$ cat config.mk
export PLATFORM = sky130hd
export DESIGN_NAME = sd_video_adjust_regs
export DESIGN_NICKNAME = d
export VERILOG_FILES = /design/src/sd_adjust_pkg.sv /design/src/coring_gain_decode.sv /design/src/sd_video_adjust_regs.sv
export SDC_FILE = /design/constraint.sdc
export NUM_CORES = 1
export LEC_CHECK = 0
export BUFFER_PORTS_ARGS = -buffer_cell sky130_fd_sc_hd__buf_2
export CORE_ASPECT_RATIO = 1.5
export CORE_UTILIZATION = 31
export CTS_BUF_LIST = sky130_fd_sc_hd__clkbuf_4 sky130_fd_sc_hd__clkbuf_8
export DETAILED_ROUTE_END_ITERATION = 16
export SLEW_MARGIN = 20
export SYNTH_ARGS = -nofsm -noshare
export SYNTH_HDL_FRONTEND = slang
export SYNTH_SLANG_ARGS = --single-unit
$ cat constraint.sdc
create_clock -name CLK -period 4.8 [get_ports CLK]
set_input_delay 0.48 -clock CLK [delete_from_list [all_inputs] [get_ports CLK]]
set_output_delay 0.48 -clock CLK [all_outputs]
set_load 0.01 [all_outputs]
$ cat src/sd_adjust_pkg.sv
// sd_adjust_pkg: offsets, field layout and reset values of the SD adjust bank
// assumes an 8-bit subaddressed register port and one core clock
package sd_adjust_pkg;

    localparam int unsigned NUM_REGS = 13;

    // subaddresses
    localparam logic [7:0] OFF_COPY_GEN_CTRL_HI = 8'h99;
    localparam logic [7:0] OFF_COPY_GEN_PAYLOAD_MID = 8'h9A;
    localparam logic [7:0] OFF_COPY_GEN_PAYLOAD_LO = 8'h9B;
    localparam logic [7:0] OFF_SCALE_PHASE_LOW_BITS = 8'h9C;
    localparam logic [7:0] OFF_LUMA_SCALE_HI = 8'h9D;
    localparam logic [7:0] OFF_BLUE_DIFF_SCALE_HI = 8'h9E;
    localparam logic [7:0] OFF_RED_DIFF_SCALE_HI = 8'h9F;
    localparam logic [7:0] OFF_HUE_ADJUST = 8'hA0;
    localparam logic [7:0] OFF_BRIGHTNESS_WSS_BLANK = 8'hA1;
    localparam logic [7:0] OFF_LUMA_SHAPING_GAIN = 8'hA2;
    localparam logic [7:0] OFF_NOISE_CORING_GAINS = 8'hA3;
    localparam logic [7:0] OFF_NOISE_THRESHOLD = 8'hA4;
    localparam logic [7:0] OFF_NOISE_BLOCK_CTRL = 8'hA5;

    // reset values
    localparam logic [7:0] RST_BANK = 8'h00;
    localparam logic [7:0] RST_NOISE_BLOCK_CTRL = 8'h00;

    // copy_gen_ctrl_hi fields
    localparam int unsigned POS_CGMS_C19_16 = 0;
    localparam int unsigned POS_CGMS_CRC_EN = 4;
    localparam int unsigned POS_CGMS_ODD_EN = 5;
    localparam int unsigned POS_CGMS_EVEN_EN = 6;
    localparam int unsigned POS_WSS_EN = 7;
    // copy_gen_payload_mid fields
    localparam int unsigned POS_PAYLOAD_13_8 = 0;
    localparam int unsigned POS_CGMS_C15_14 = 6;
    // scale_phase_low_bits fields
    localparam int unsigned POS_LUMA_LSB = 0;
    localparam int unsigned POS_BLUE_LSB = 2;
    localparam int unsigned POS_RED_LSB = 4;
    localparam int unsigned POS_PHASE_LSB = 6;
    // brightness_wss_blank fields
    localparam int unsigned POS_BRIGHTNESS = 0;
    localparam int unsigned POS_WSS_BLANK = 7;
    // luma_shaping_gain / noise_coring_gains fields
    localparam int unsigned POS_SHAPING_GAIN = 0;
    localparam int unsigned POS_CORING_BORDER = 0;
    localparam int unsigned POS_CORING_DATA = 4;
    // noise_threshold fields
    localparam int unsigned POS_THRESHOLD = 0;
    localparam int unsigned POS_BORDER_AREA = 6;
    localparam int unsigned POS_BLOCK_SIZE = 7;
    // noise_block_ctrl fields
    localparam int unsigned POS_INPUT_SEL = 0;
    localparam int unsigned POS_NOISE_MODE = 3;
    localparam int unsigned POS_BLOCK_OFFSET = 4;

    // luma shaping filter code for 0 dB, used while the filter is bypassed
    localparam logic [3:0] SHAPING_CODE_0DB = 4'h6;
    localparam logic [3:0] CORING_CODE_MAX = 4'h8;

    // block geometry in pixels
    localparam logic [2:0] BORDER_PX_NARROW = 3'h2;
    localparam logic [2:0] BORDER_PX_WIDE = 3'h4;
    localparam logic [4:0] BLOCK_PX_SMALL = 5'h08;
    localparam logic [4:0] BLOCK_PX_LARGE = 5'h10;

    // noise reduction input filter codes
    localparam logic [2:0] SEL_FILTER_A = 3'h1;
    localparam logic [2:0] SEL_FILTER_B = 3'h2;
    localparam logic [2:0] SEL_FILTER_C = 3'h3;
    localparam logic [2:0] SEL_FILTER_D = 3'h4;

endpackage

$ cat src/coring_gain_decode.sv
// coring_gain_decode: turns a 4-bit coring gain code into sixteenths
// assumes the mode bit comes straight from the bank, same clock
`timescale 1ns/100ps
module coring_gain_decode
    import sd_adjust_pkg::*;
(
    input wire logic [3:0] code,
    input wire logic sharpness_mode,
    output logic signed [5:0] gain_sixteenths
);

    logic [3:0] steps;

    always_comb begin
        // codes above eight saturate rather than wrap
        steps = (code > CORING_CODE_MAX) ? CORING_CODE_MAX : code;
        if (sharpness_mode) begin
            gain_sixteenths = $signed({2'b00, steps});
        end else begin
            gain_sixteenths = -$signed({1'b0, steps, 1'b0});
        end
    end

endmodule

$ cat src/sd_video_adjust_regs.sv
// sd_video_adjust_regs: SD video adjust register bank at 0x99 to 0xA5
// assumes a subaddressed byte port on CLK; outputs feed the SD pipeline
`timescale 1ns/100ps

module sd_video_adjust_regs
    import sd_adjust_pkg::*;
(
    input wire logic CLK,
    input wire logic RESET,
    // register port
    input wire logic [7:0] REGISTER_SUBADDRESS,
    input wire logic WR_EN,
    input wire logic [7:0] WDATA,
    input wire logic RD_EN,
    output logic [7:0] RDATA,
    output logic RD_VALID,
    output logic RD_HIT,
    output logic CONFIG_WRITE,
    // neighbouring registers outside this bank
    input wire logic SHAPING_FILTER_ON,
    input wire logic [7:0] PHASE_HI,
    // copy generation and wide screen signalling
    output logic [19:0] CGMS_PAYLOAD,
    output logic [13:0] WSS_PAYLOAD,
    output logic CGMS_ODD_EN,
    output logic CGMS_EVEN_EN,
    output logic CGMS_CRC_EN,
    output logic WSS_EN,
    output logic WSS_BLANK,
    output logic WSS_ACTIVE,
    // scale, phase, hue, brightness
    output logic [9:0] LUMA_SCALE,
    output logic [9:0] BLUE_DIFF_SCALE,
    output logic [9:0] RED_DIFF_SCALE,
    output logic [9:0] SUBCARRIER_PHASE,
    output logic [7:0] HUE_ADJUST,
    output logic [6:0] BRIGHTNESS,
    // luma shaping filter
    output logic [3:0] SHAPING_GAIN_CODE,
    // noise reduction
    output logic signed [5:0] CORING_BORDER_GAIN,
    output logic signed [5:0] CORING_DATA_GAIN,
    output logic [5:0] NOISE_THRESHOLD,
    output logic [2:0] BORDER_WIDTH_PX,
    output logic [4:0] BLOCK_SIZE_PX,
    output logic [3:0] NOISE_INPUT_SEL,
    output logic NOISE_SEL_VALID,
    output logic NOISE_SHARPNESS_MODE,
    output logic [3:0] BLOCK_OFFSET
);

    typedef struct packed {
        logic [NUM_REGS-1:0][7:0] regs;
        logic [7:0] rdata;
        logic rd_valid;
        logic rd_hit;
        logic wr_pulse;
        logic [9:0] phase;
        logic [3:0] shaping_code;
        logic signed [5:0] border_gain;
        logic signed [5:0] data_gain;
        logic [3:0] input_sel;
        logic sel_valid;
        logic [2:0] border_px;
        logic [4:0] block_px;
    } state_s;

    state_s s_q;
    state_s s_d;

    logic addr_hit;
    logic signed [5:0] border_gain_c;
    logic signed [5:0] data_gain_c;
    logic [7:0] ctrl_hi;
    logic [7:0] payload_mid;
    logic [7:0] payload_lo;
    logic [7:0] low_bits;
    logic [7:0] bright_reg;
    logic [7:0] coring_reg;
    logic [7:0] thresh_reg;
    logic [7:0] block_reg;

    assign addr_hit = (REGISTER_SUBADDRESS >= OFF_COPY_GEN_CTRL_HI) &&
                      (REGISTER_SUBADDRESS <= OFF_NOISE_BLOCK_CTRL);

    // views of the stored bytes by subaddress
    assign ctrl_hi = s_q.regs[OFF_COPY_GEN_CTRL_HI - OFF_COPY_GEN_CTRL_HI];
    assign payload_mid = s_q.regs[OFF_COPY_GEN_PAYLOAD_MID - OFF_COPY_GEN_CTRL_HI];
    assign payload_lo = s_q.regs[OFF_COPY_GEN_PAYLOAD_LO - OFF_COPY_GEN_CTRL_HI];
    assign low_bits = s_q.regs[OFF_SCALE_PHASE_LOW_BITS - OFF_COPY_GEN_CTRL_HI];
    assign bright_reg = s_q.regs[OFF_BRIGHTNESS_WSS_BLANK - OFF_COPY_GEN_CTRL_HI];
    assign coring_reg = s_q.regs[OFF_NOISE_CORING_GAINS - OFF_COPY_GEN_CTRL_HI];
    assign thresh_reg = s_q.regs[OFF_NOISE_THRESHOLD - OFF_COPY_GEN_CTRL_HI];
    assign block_reg = s_q.regs[OFF_NOISE_BLOCK_CTRL - OFF_COPY_GEN_CTRL_HI];

    // one decoder per coring field; both follow the shared mode bit
    coring_gain_decode u_border_gain (
        .code(coring_reg[POS_CORING_BORDER +: 4]),
        .sharpness_mode(block_reg[POS_NOISE_MODE]),
        .gain_sixteenths(border_gain_c)
    );

    coring_gain_decode u_data_gain (
        .code(coring_reg[POS_CORING_DATA +: 4]),
        .sharpness_mode(block_reg[POS_NOISE_MODE]),
        .gain_sixteenths(data_gain_c)
    );

    always_comb begin
        s_d = s_q;
        s_d.wr_pulse = 1'b0;
        s_d.rd_valid = 1'b0;

        // writes land one edge after WR_EN; a read in the same cycle sees the old byte
        // flat decode per subaddress keeps the adder out of the write path
        if (WR_EN) begin
            s_d.wr_pulse = 1'b1;
            case (REGISTER_SUBADDRESS)
                OFF_COPY_GEN_CTRL_HI: begin
                    s_d.regs[OFF_COPY_GEN_CTRL_HI - OFF_COPY_GEN_CTRL_HI] = WDATA;
                end
                OFF_COPY_GEN_PAYLOAD_MID: begin
                    s_d.regs[OFF_COPY_GEN_PAYLOAD_MID - OFF_COPY_GEN_CTRL_HI] = WDATA;
                end
                OFF_COPY_GEN_PAYLOAD_LO: begin
                    s_d.regs[OFF_COPY_GEN_PAYLOAD_LO - OFF_COPY_GEN_CTRL_HI] = WDATA;
                end
                OFF_SCALE_PHASE_LOW_BITS: begin
                    s_d.regs[OFF_SCALE_PHASE_LOW_BITS - OFF_COPY_GEN_CTRL_HI] = WDATA;
                end
                OFF_LUMA_SCALE_HI: begin
                    s_d.regs[OFF_LUMA_SCALE_HI - OFF_COPY_GEN_CTRL_HI] = WDATA;
                end
                OFF_BLUE_DIFF_SCALE_HI: begin
                    s_d.regs[OFF_BLUE_DIFF_SCALE_HI - OFF_COPY_GEN_CTRL_HI] = WDATA;
                end
                OFF_RED_DIFF_SCALE_HI: begin
                    s_d.regs[OFF_RED_DIFF_SCALE_HI - OFF_COPY_GEN_CTRL_HI] = WDATA;
                end
                OFF_HUE_ADJUST: begin
                    s_d.regs[OFF_HUE_ADJUST - OFF_COPY_GEN_CTRL_HI] = WDATA;
                end
                OFF_BRIGHTNESS_WSS_BLANK: begin
                    s_d.regs[OFF_BRIGHTNESS_WSS_BLANK - OFF_COPY_GEN_CTRL_HI] = WDATA;
                end
                OFF_LUMA_SHAPING_GAIN: begin
                    s_d.regs[OFF_LUMA_SHAPING_GAIN - OFF_COPY_GEN_CTRL_HI] = WDATA;
                end
                OFF_NOISE_CORING_GAINS: begin
                    s_d.regs[OFF_NOISE_CORING_GAINS - OFF_COPY_GEN_CTRL_HI] = WDATA;
                end
                OFF_NOISE_THRESHOLD: begin
                    s_d.regs[OFF_NOISE_THRESHOLD - OFF_COPY_GEN_CTRL_HI] = WDATA;
                end
                OFF_NOISE_BLOCK_CTRL: begin
                    s_d.regs[OFF_NOISE_BLOCK_CTRL - OFF_COPY_GEN_CTRL_HI] = WDATA;
                end
                default: begin
                    s_d.wr_pulse = 1'b0;
                end
            endcase
        end

        // unmapped subaddresses read as zero and drop RD_HIT
        // read byte is registered, so it stands until the next read strobe
        if (RD_EN) begin
            s_d.rd_valid = 1'b1;
            s_d.rd_hit = addr_hit;
            case (REGISTER_SUBADDRESS)
                OFF_COPY_GEN_CTRL_HI: begin
                    s_d.rdata = s_q.regs[OFF_COPY_GEN_CTRL_HI - OFF_COPY_GEN_CTRL_HI];
                end
                OFF_COPY_GEN_PAYLOAD_MID: begin
                    s_d.rdata = s_q.regs[OFF_COPY_GEN_PAYLOAD_MID - OFF_COPY_GEN_CTRL_HI];
                end
                OFF_COPY_GEN_PAYLOAD_LO: begin
                    s_d.rdata = s_q.regs[OFF_COPY_GEN_PAYLOAD_LO - OFF_COPY_GEN_CTRL_HI];
                end
                OFF_SCALE_PHASE_LOW_BITS: begin
                    s_d.rdata = s_q.regs[OFF_SCALE_PHASE_LOW_BITS - OFF_COPY_GEN_CTRL_HI];
                end
                OFF_LUMA_SCALE_HI: begin
                    s_d.rdata = s_q.regs[OFF_LUMA_SCALE_HI - OFF_COPY_GEN_CTRL_HI];
                end
                OFF_BLUE_DIFF_SCALE_HI: begin
                    s_d.rdata = s_q.regs[OFF_BLUE_DIFF_SCALE_HI - OFF_COPY_GEN_CTRL_HI];
                end
                OFF_RED_DIFF_SCALE_HI: begin
                    s_d.rdata = s_q.regs[OFF_RED_DIFF_SCALE_HI - OFF_COPY_GEN_CTRL_HI];
                end
                OFF_HUE_ADJUST: begin
                    s_d.rdata = s_q.regs[OFF_HUE_ADJUST - OFF_COPY_GEN_CTRL_HI];
                end
                OFF_BRIGHTNESS_WSS_BLANK: begin
                    s_d.rdata = s_q.regs[OFF_BRIGHTNESS_WSS_BLANK - OFF_COPY_GEN_CTRL_HI];
                end
                OFF_LUMA_SHAPING_GAIN: begin
                    s_d.rdata = s_q.regs[OFF_LUMA_SHAPING_GAIN - OFF_COPY_GEN_CTRL_HI];
                end
                OFF_NOISE_CORING_GAINS: begin
                    s_d.rdata = s_q.regs[OFF_NOISE_CORING_GAINS - OFF_COPY_GEN_CTRL_HI];
                end
                OFF_NOISE_THRESHOLD: begin
                    s_d.rdata = s_q.regs[OFF_NOISE_THRESHOLD - OFF_COPY_GEN_CTRL_HI];
                end
                OFF_NOISE_BLOCK_CTRL: begin
                    s_d.rdata = s_q.regs[OFF_NOISE_BLOCK_CTRL - OFF_COPY_GEN_CTRL_HI];
                end
                default: begin
                    s_d.rdata = 8'h00;
                end
            endcase
        end

        // phase high bits live outside the bank; both halves retimed together
        s_d.phase = {PHASE_HI, low_bits[POS_PHASE_LSB +: 2]};

        // bypassed filter is forced to its unity code
        if (SHAPING_FILTER_ON) begin
            s_d.shaping_code =
                s_q.regs[OFF_LUMA_SHAPING_GAIN - OFF_COPY_GEN_CTRL_HI][POS_SHAPING_GAIN +: 4];
        end else begin
            s_d.shaping_code = SHAPING_CODE_0DB;
        end

        s_d.border_gain = border_gain_c;
        s_d.data_gain = data_gain_c;

        s_d.border_px = thresh_reg[POS_BORDER_AREA] ? BORDER_PX_WIDE : BORDER_PX_NARROW;
        s_d.block_px = thresh_reg[POS_BLOCK_SIZE] ? BLOCK_PX_LARGE : BLOCK_PX_SMALL;

        // codes outside A..D select nothing rather than a guessed filter
        s_d.sel_valid = 1'b1;
        case (block_reg[POS_INPUT_SEL +: 3])
            SEL_FILTER_A: s_d.input_sel = 4'b0001;
            SEL_FILTER_B: s_d.input_sel = 4'b0010;
            SEL_FILTER_C: s_d.input_sel = 4'b0100;
            SEL_FILTER_D: s_d.input_sel = 4'b1000;
            default: begin
                s_d.input_sel = 4'b0000;
                s_d.sel_valid = 1'b0;
            end
        endcase

        // reset wins over any strobe in the same cycle
        if (RESET) begin
            s_d.regs[OFF_COPY_GEN_CTRL_HI - OFF_COPY_GEN_CTRL_HI] = RST_BANK;
            s_d.regs[OFF_COPY_GEN_PAYLOAD_MID - OFF_COPY_GEN_CTRL_HI] = RST_BANK;
            s_d.regs[OFF_COPY_GEN_PAYLOAD_LO - OFF_COPY_GEN_CTRL_HI] = RST_BANK;
            s_d.regs[OFF_SCALE_PHASE_LOW_BITS - OFF_COPY_GEN_CTRL_HI] = RST_BANK;
            s_d.regs[OFF_LUMA_SCALE_HI - OFF_COPY_GEN_CTRL_HI] = RST_BANK;
            s_d.regs[OFF_BLUE_DIFF_SCALE_HI - OFF_COPY_GEN_CTRL_HI] = RST_BANK;
            s_d.regs[OFF_RED_DIFF_SCALE_HI - OFF_COPY_GEN_CTRL_HI] = RST_BANK;
            s_d.regs[OFF_HUE_ADJUST - OFF_COPY_GEN_CTRL_HI] = RST_BANK;
            s_d.regs[OFF_BRIGHTNESS_WSS_BLANK - OFF_COPY_GEN_CTRL_HI] = RST_BANK;
            s_d.regs[OFF_LUMA_SHAPING_GAIN - OFF_COPY_GEN_CTRL_HI] = RST_BANK;
            s_d.regs[OFF_NOISE_CORING_GAINS - OFF_COPY_GEN_CTRL_HI] = RST_BANK;
            s_d.regs[OFF_NOISE_THRESHOLD - OFF_COPY_GEN_CTRL_HI] = RST_BANK;
            s_d.regs[OFF_NOISE_BLOCK_CTRL - OFF_COPY_GEN_CTRL_HI] = RST_NOISE_BLOCK_CTRL;
            s_d.rdata = 8'h00;
            s_d.rd_valid = 1'b0;
            s_d.rd_hit = 1'b0;
            s_d.wr_pulse = 1'b0;
            s_d.phase = 10'h000;
            s_d.shaping_code = SHAPING_CODE_0DB;
            s_d.border_gain = 6'sh00;
            s_d.data_gain = 6'sh00;
            s_d.input_sel = 4'b0000;
            s_d.sel_valid = 1'b0;
            s_d.border_px = BORDER_PX_NARROW;
            s_d.block_px = BLOCK_PX_SMALL;
        end
    end

    // one register stage for the whole bank; reset is synchronous
    always_ff @(posedge CLK) begin
        s_q <= s_d;
    end

    assign RDATA = s_q.rdata;
    assign RD_VALID = s_q.rd_valid;
    assign RD_HIT = s_q.rd_hit;
    assign CONFIG_WRITE = s_q.wr_pulse;

    // payload bit 19 down to 0; the low 14 bits are shared with wide screen data
    assign CGMS_PAYLOAD = {ctrl_hi[POS_CGMS_C19_16 +: 4],
                           payload_mid[POS_CGMS_C15_14 +: 2],
                           payload_mid[POS_PAYLOAD_13_8 +: 6],
                           payload_lo};
    assign WSS_PAYLOAD = {payload_mid[POS_PAYLOAD_13_8 +: 6], payload_lo};

    assign CGMS_ODD_EN = ctrl_hi[POS_CGMS_ODD_EN];
    assign CGMS_EVEN_EN = ctrl_hi[POS_CGMS_EVEN_EN];
    assign CGMS_CRC_EN = ctrl_hi[POS_CGMS_CRC_EN];
    assign WSS_EN = ctrl_hi[POS_WSS_EN];
    assign WSS_BLANK = bright_reg[POS_WSS_BLANK];
    // blanking wins over enable so software can mute data without losing setup
    assign WSS_ACTIVE = ctrl_hi[POS_WSS_EN] & ~bright_reg[POS_WSS_BLANK];

    assign LUMA_SCALE = {s_q.regs[OFF_LUMA_SCALE_HI - OFF_COPY_GEN_CTRL_HI],
                         low_bits[POS_LUMA_LSB +: 2]};
    assign BLUE_DIFF_SCALE = {s_q.regs[OFF_BLUE_DIFF_SCALE_HI - OFF_COPY_GEN_CTRL_HI],
                              low_bits[POS_BLUE_LSB +: 2]};
    assign RED_DIFF_SCALE = {s_q.regs[OFF_RED_DIFF_SCALE_HI - OFF_COPY_GEN_CTRL_HI],
                             low_bits[POS_RED_LSB +: 2]};
    assign SUBCARRIER_PHASE = s_q.phase;
    assign HUE_ADJUST = s_q.regs[OFF_HUE_ADJUST - OFF_COPY_GEN_CTRL_HI];
    assign BRIGHTNESS = bright_reg[POS_BRIGHTNESS +: 7];

    assign SHAPING_GAIN_CODE = s_q.shaping_code;
    assign CORING_BORDER_GAIN = s_q.border_gain;
    assign CORING_DATA_GAIN = s_q.data_gain;
    assign NOISE_THRESHOLD = thresh_reg[POS_THRESHOLD +: 6];
    assign BORDER_WIDTH_PX = s_q.border_px;
    assign BLOCK_SIZE_PX = s_q.block_px;
    assign NOISE_INPUT_SEL = s_q.input_sel;
    assign NOISE_SEL_VALID = s_q.sel_valid;
    assign NOISE_SHARPNESS_MODE = block_reg[POS_NOISE_MODE];
    assign BLOCK_OFFSET = block_reg[POS_BLOCK_OFFSET +: 4];

endmodule

==> metrics.md <==
| Metric | Value |
|---|---|
| Max frequency | `406 MHz` |
| Initial Util | `31.8%` |
| Area delta synth->final | `6.06%` |
| Number of flip-flops in the largest register | `10` |
| Final period util | `51.3%` |
| FF-to-FF setup slack | `2.97 ns` |
| Routed Antenna Nets | `0` |
| Normalized max-slew margin | `27.2%` |
| Vias per cell | `4.76` |
| Chip Height | `191 um` |
| Comb pwr share | `5.5%` |
| I/O Pins | `175` |
| Fillcell total | `2,405` |
| Top_reg_cell synth | `dfxtp_1` |
| VDD IR max | `0.162 mV` |
| Ys async rst share | `0%` |
| Core box area | `23,200 um^2` |
| Placement Rows | `68` |
| Die width | `128 um` |
| R2R depth | `5` |
| Hold endpoint | `SUBCARRIER_PHASE[4]` |
| Setup TNS | `0 ns` |
| Post-synthesis cell type count | `56` |
| Final setup fails | `0` |
| Clock Latency Late Sink | `0.45 ns` |
| Final WL | `21,000 um` |
| Port Buf Inserts | `170` |
| Post-synth EDFFs | `0` |
| Skew final | `0.0137 ns` |
| Share of post-route cells with drive strength above 1 | `30.5%` |
| CTS root buf | `clkbuf_8` |
| CP Data Required Time | `5.11 ns` |
| Hold Path Depth | `2` |
| Die area | `24,500 um^2` |
| Number of global-route vias before repair | `5,101` |
| Synthesized area | `7390 um^2` |
| # hold bufs at CTS | `0` |
| Crit path kind | `in2reg` |
| CP delay by family, top | `simple AND/OR/NAND/NOR gates` |
| Hpwl dp | `15,400 um` |
| Syn. warnings | `0` |
| CP max-delay cell | `nor2b_1` |
| Number of max-cap violations | `0` |
| Via count | `5,317` |
| Antenna diode count | `0` |
| Pre-CTS WS | `1.92 ns` |
| DRC | `0` |
| Int Power | `1.82 mW` |
| Setup crit end kind | `register` |
| Postcts setup bufs | `0` |
| GRT Total Usage | `17.5%` |
| Unrepaired setup endpoints after global routing | `false` |
| Min Tclk post-route | `2.46 ns` |
| CP peak stage delay | `0.92 ns` |
| Worst-path clk slew | `0.09 ns` |
| CTS tree | `yes` |
| Pwr dens | `305 nW/um^2` |
| Sequential share of power | `52.4%` |
| Sink Count | `150` |
| Slew @ Worst Pin | `1.09 ns` |
| Gpl congestion | `0.838` |
| Starting DRT DRC Count | `235` |
| Cell count after synthesis | `774` |
| Pleak | `3.91 nW` |
| H-tree Lvls | `4` |
| Avg Synthesized Cell Area | `9.54 um^2` |
| DR WL/cell | `18.8 um` |
| Clock Power Share | `42.1%` |
| First-pass GRT wire length | `31,400 um` |
| Final Hold Viols | `0` |
| Worst R2R End | `RDATA[0]` |
| CTS buffer count | `17` |
| P_sw | `568 uW` |
| Crit start category | `input pin` |
| WP buf/inv | `1` |
| Critical path arrival | `2.77 ns` |
| Max FO, Critical Path | `22` |
| Antenna violations before repair | `0` |
| Switching portion of total power | `23.8%` |
| Largest net degree at the start of global routing | `75` |
| Min-delay src | `PHASE_HI[2]` |
| Gr ovfl total | `0` |
| Sequential-to-total area share from yosys stat | `40.7%` |
| FF-to-FF Start | `payload_lo[0]` |
| Pwr Total | `2.39 mW` |
| Count of state elements after synthesis | `150` |
| Status | `finished clean` |
| Max-slew violation count | `0` |
| DRT Pass-1 Iters | `4` |
| Final worst setup slack | `2.34 ns` |
| Max Buffers Root-to-Sink | `2` |
| Worst min path class | `in2reg` |
| Post-CTS sizing | `0` |
| CP Cell Sequence | `buf_2 > nor2b_1 > nand4_2 > mux2i_1 > nor2_1` |
| Final nets | `822` |
-- metal layers --
metal / GRT usage [%] / part of all wire, %
met3: 3.67 / 4.3
met5: 0 / 0
met2: 30.1 / 51
met1: 20.4 / 42
met4: 8.42 / 3.0
-- power by group through the flow --
stage / combinational [mW] / clock (mW) / sequential (mW)
finish: 0.131 / 1.01 / 1.25
global route: 0.140 / 1.08 / 1.25
CTS: 0.132 / 1.03 / 1.25
detailed placement: 0.131 / 0 / 1.28
global placement: 0.131 / 0 / 1.28
floorplan: 0.0941 / 0 / 1.28
-- synth_stat cells (all sizes together), types with 4 or more instances --
library cell	n	area share, %
a22oi	13	1.3
a2bb2oi	5	0.59
mux2i	98	13
nor2	110	5.6
and2	4	0.34
nor2b	23	1.9
a211oi	4	0.41
a32oi	4	0.58
o21ai	7	0.47
nor4	4	0.75
nand2	38	2.0
mux4	8	2.4
buf	153	16
nand2b	11	0.97
dfxtp	150	41
nand3	25	2.2
a21oi	23	1.6
clkbuf	27	1.4
nor4b	4	0.47
mux2	14	2.1
nand4	5	0.97
nor3	8	0.76
-- how the worst max path moves through the flow --
stage                                       from       endpoint  slack (ns)  cells past startpoint
after CTS                 REGISTER_SUBADDRESS[0]   block_reg[6]        2.38                      5
after detailed placement  REGISTER_SUBADDRESS[0]   block_reg[6]        1.92                      5
after global routing      REGISTER_SUBADDRESS[0]   block_reg[0]        2.19                      5
after floorplan           REGISTER_SUBADDRESS[6]  HUE_ADJUST[0]        2.93                      6
final                     REGISTER_SUBADDRESS[0]   block_reg[6]        2.34                      5
after global placement    REGISTER_SUBADDRESS[0]   block_reg[6]        1.89                      5
-- final cells by class --
class                   instances  area [um^2]  area share (%)
repair buffers                175          891            11.4
flip-flops and latches        150         3000            38.3
inverters                       3         11.3           0.144
clock buffers                  20          269            3.43
clock inverters                 9          129            1.65
multi-input cells             444         3140            40.0
well taps                     315          394            5.03
-- kinds of logic after synthesis --
group,Yosys count,share of synthesized area (%)
and+or+nand+nor,241,16.8
xor gates and xnor gates,1,0.119
muxes,120,17.9
DFF,150,40.7
AOI/OAI and AO/OA,76,7.13
adders and majority gates,2,0.339
other,1,0.0508
buffers and inverters,183,17.0
-- cells in the final DEF (no fill, tap or decap), types with 5 or more instances in the layout --
| master | netlist | final |
|---|---|---|
| a21oi_1 | 23 | 23 |
| nand2_1 | 37 | 37 |
| mux4_2 | 8 | 8 |
| mux2_2 | 14 | 14 |
| buf_2 | 6 | 169 |
| clkbuf_8 | 0 | 19 |
| a2bb2oi_1 | 5 | 5 |
| nand3_1 | 19 | 19 |
| nor3_1 | 6 | 6 |
| nand3_2 | 5 | 5 |
| buf_4 | 138 | 6 |
| o21ai_0 | 7 | 7 |
| nor2b_1 | 23 | 23 |
| nor2_1 | 110 | 110 |
| mux2i_1 | 98 | 98 |
| nand2b_1 | 10 | 10 |
| dfxtp_1 | 150 | 150 |
| a22oi_1 | 13 | 13 |
-- per-stage QoR --
stage | std cells | area (um^2) | hold slack (ns) | util [%]
after floorplan | 777 | 7400 | 0.426 | -
final | 1116 | 7830 | 0.230 | 33.7
after CTS | 1116 | 7830 | 0.214 | 33.7
after global placement | 1087 | 7440 | 0.440 | 32.0
after global routing | 1116 | 7830 | 0.212 | 33.7
after detailed placement | 1087 | 7440 | 0.440 | 32.0
Note: power is estimated with default switching activity, not from simulation.
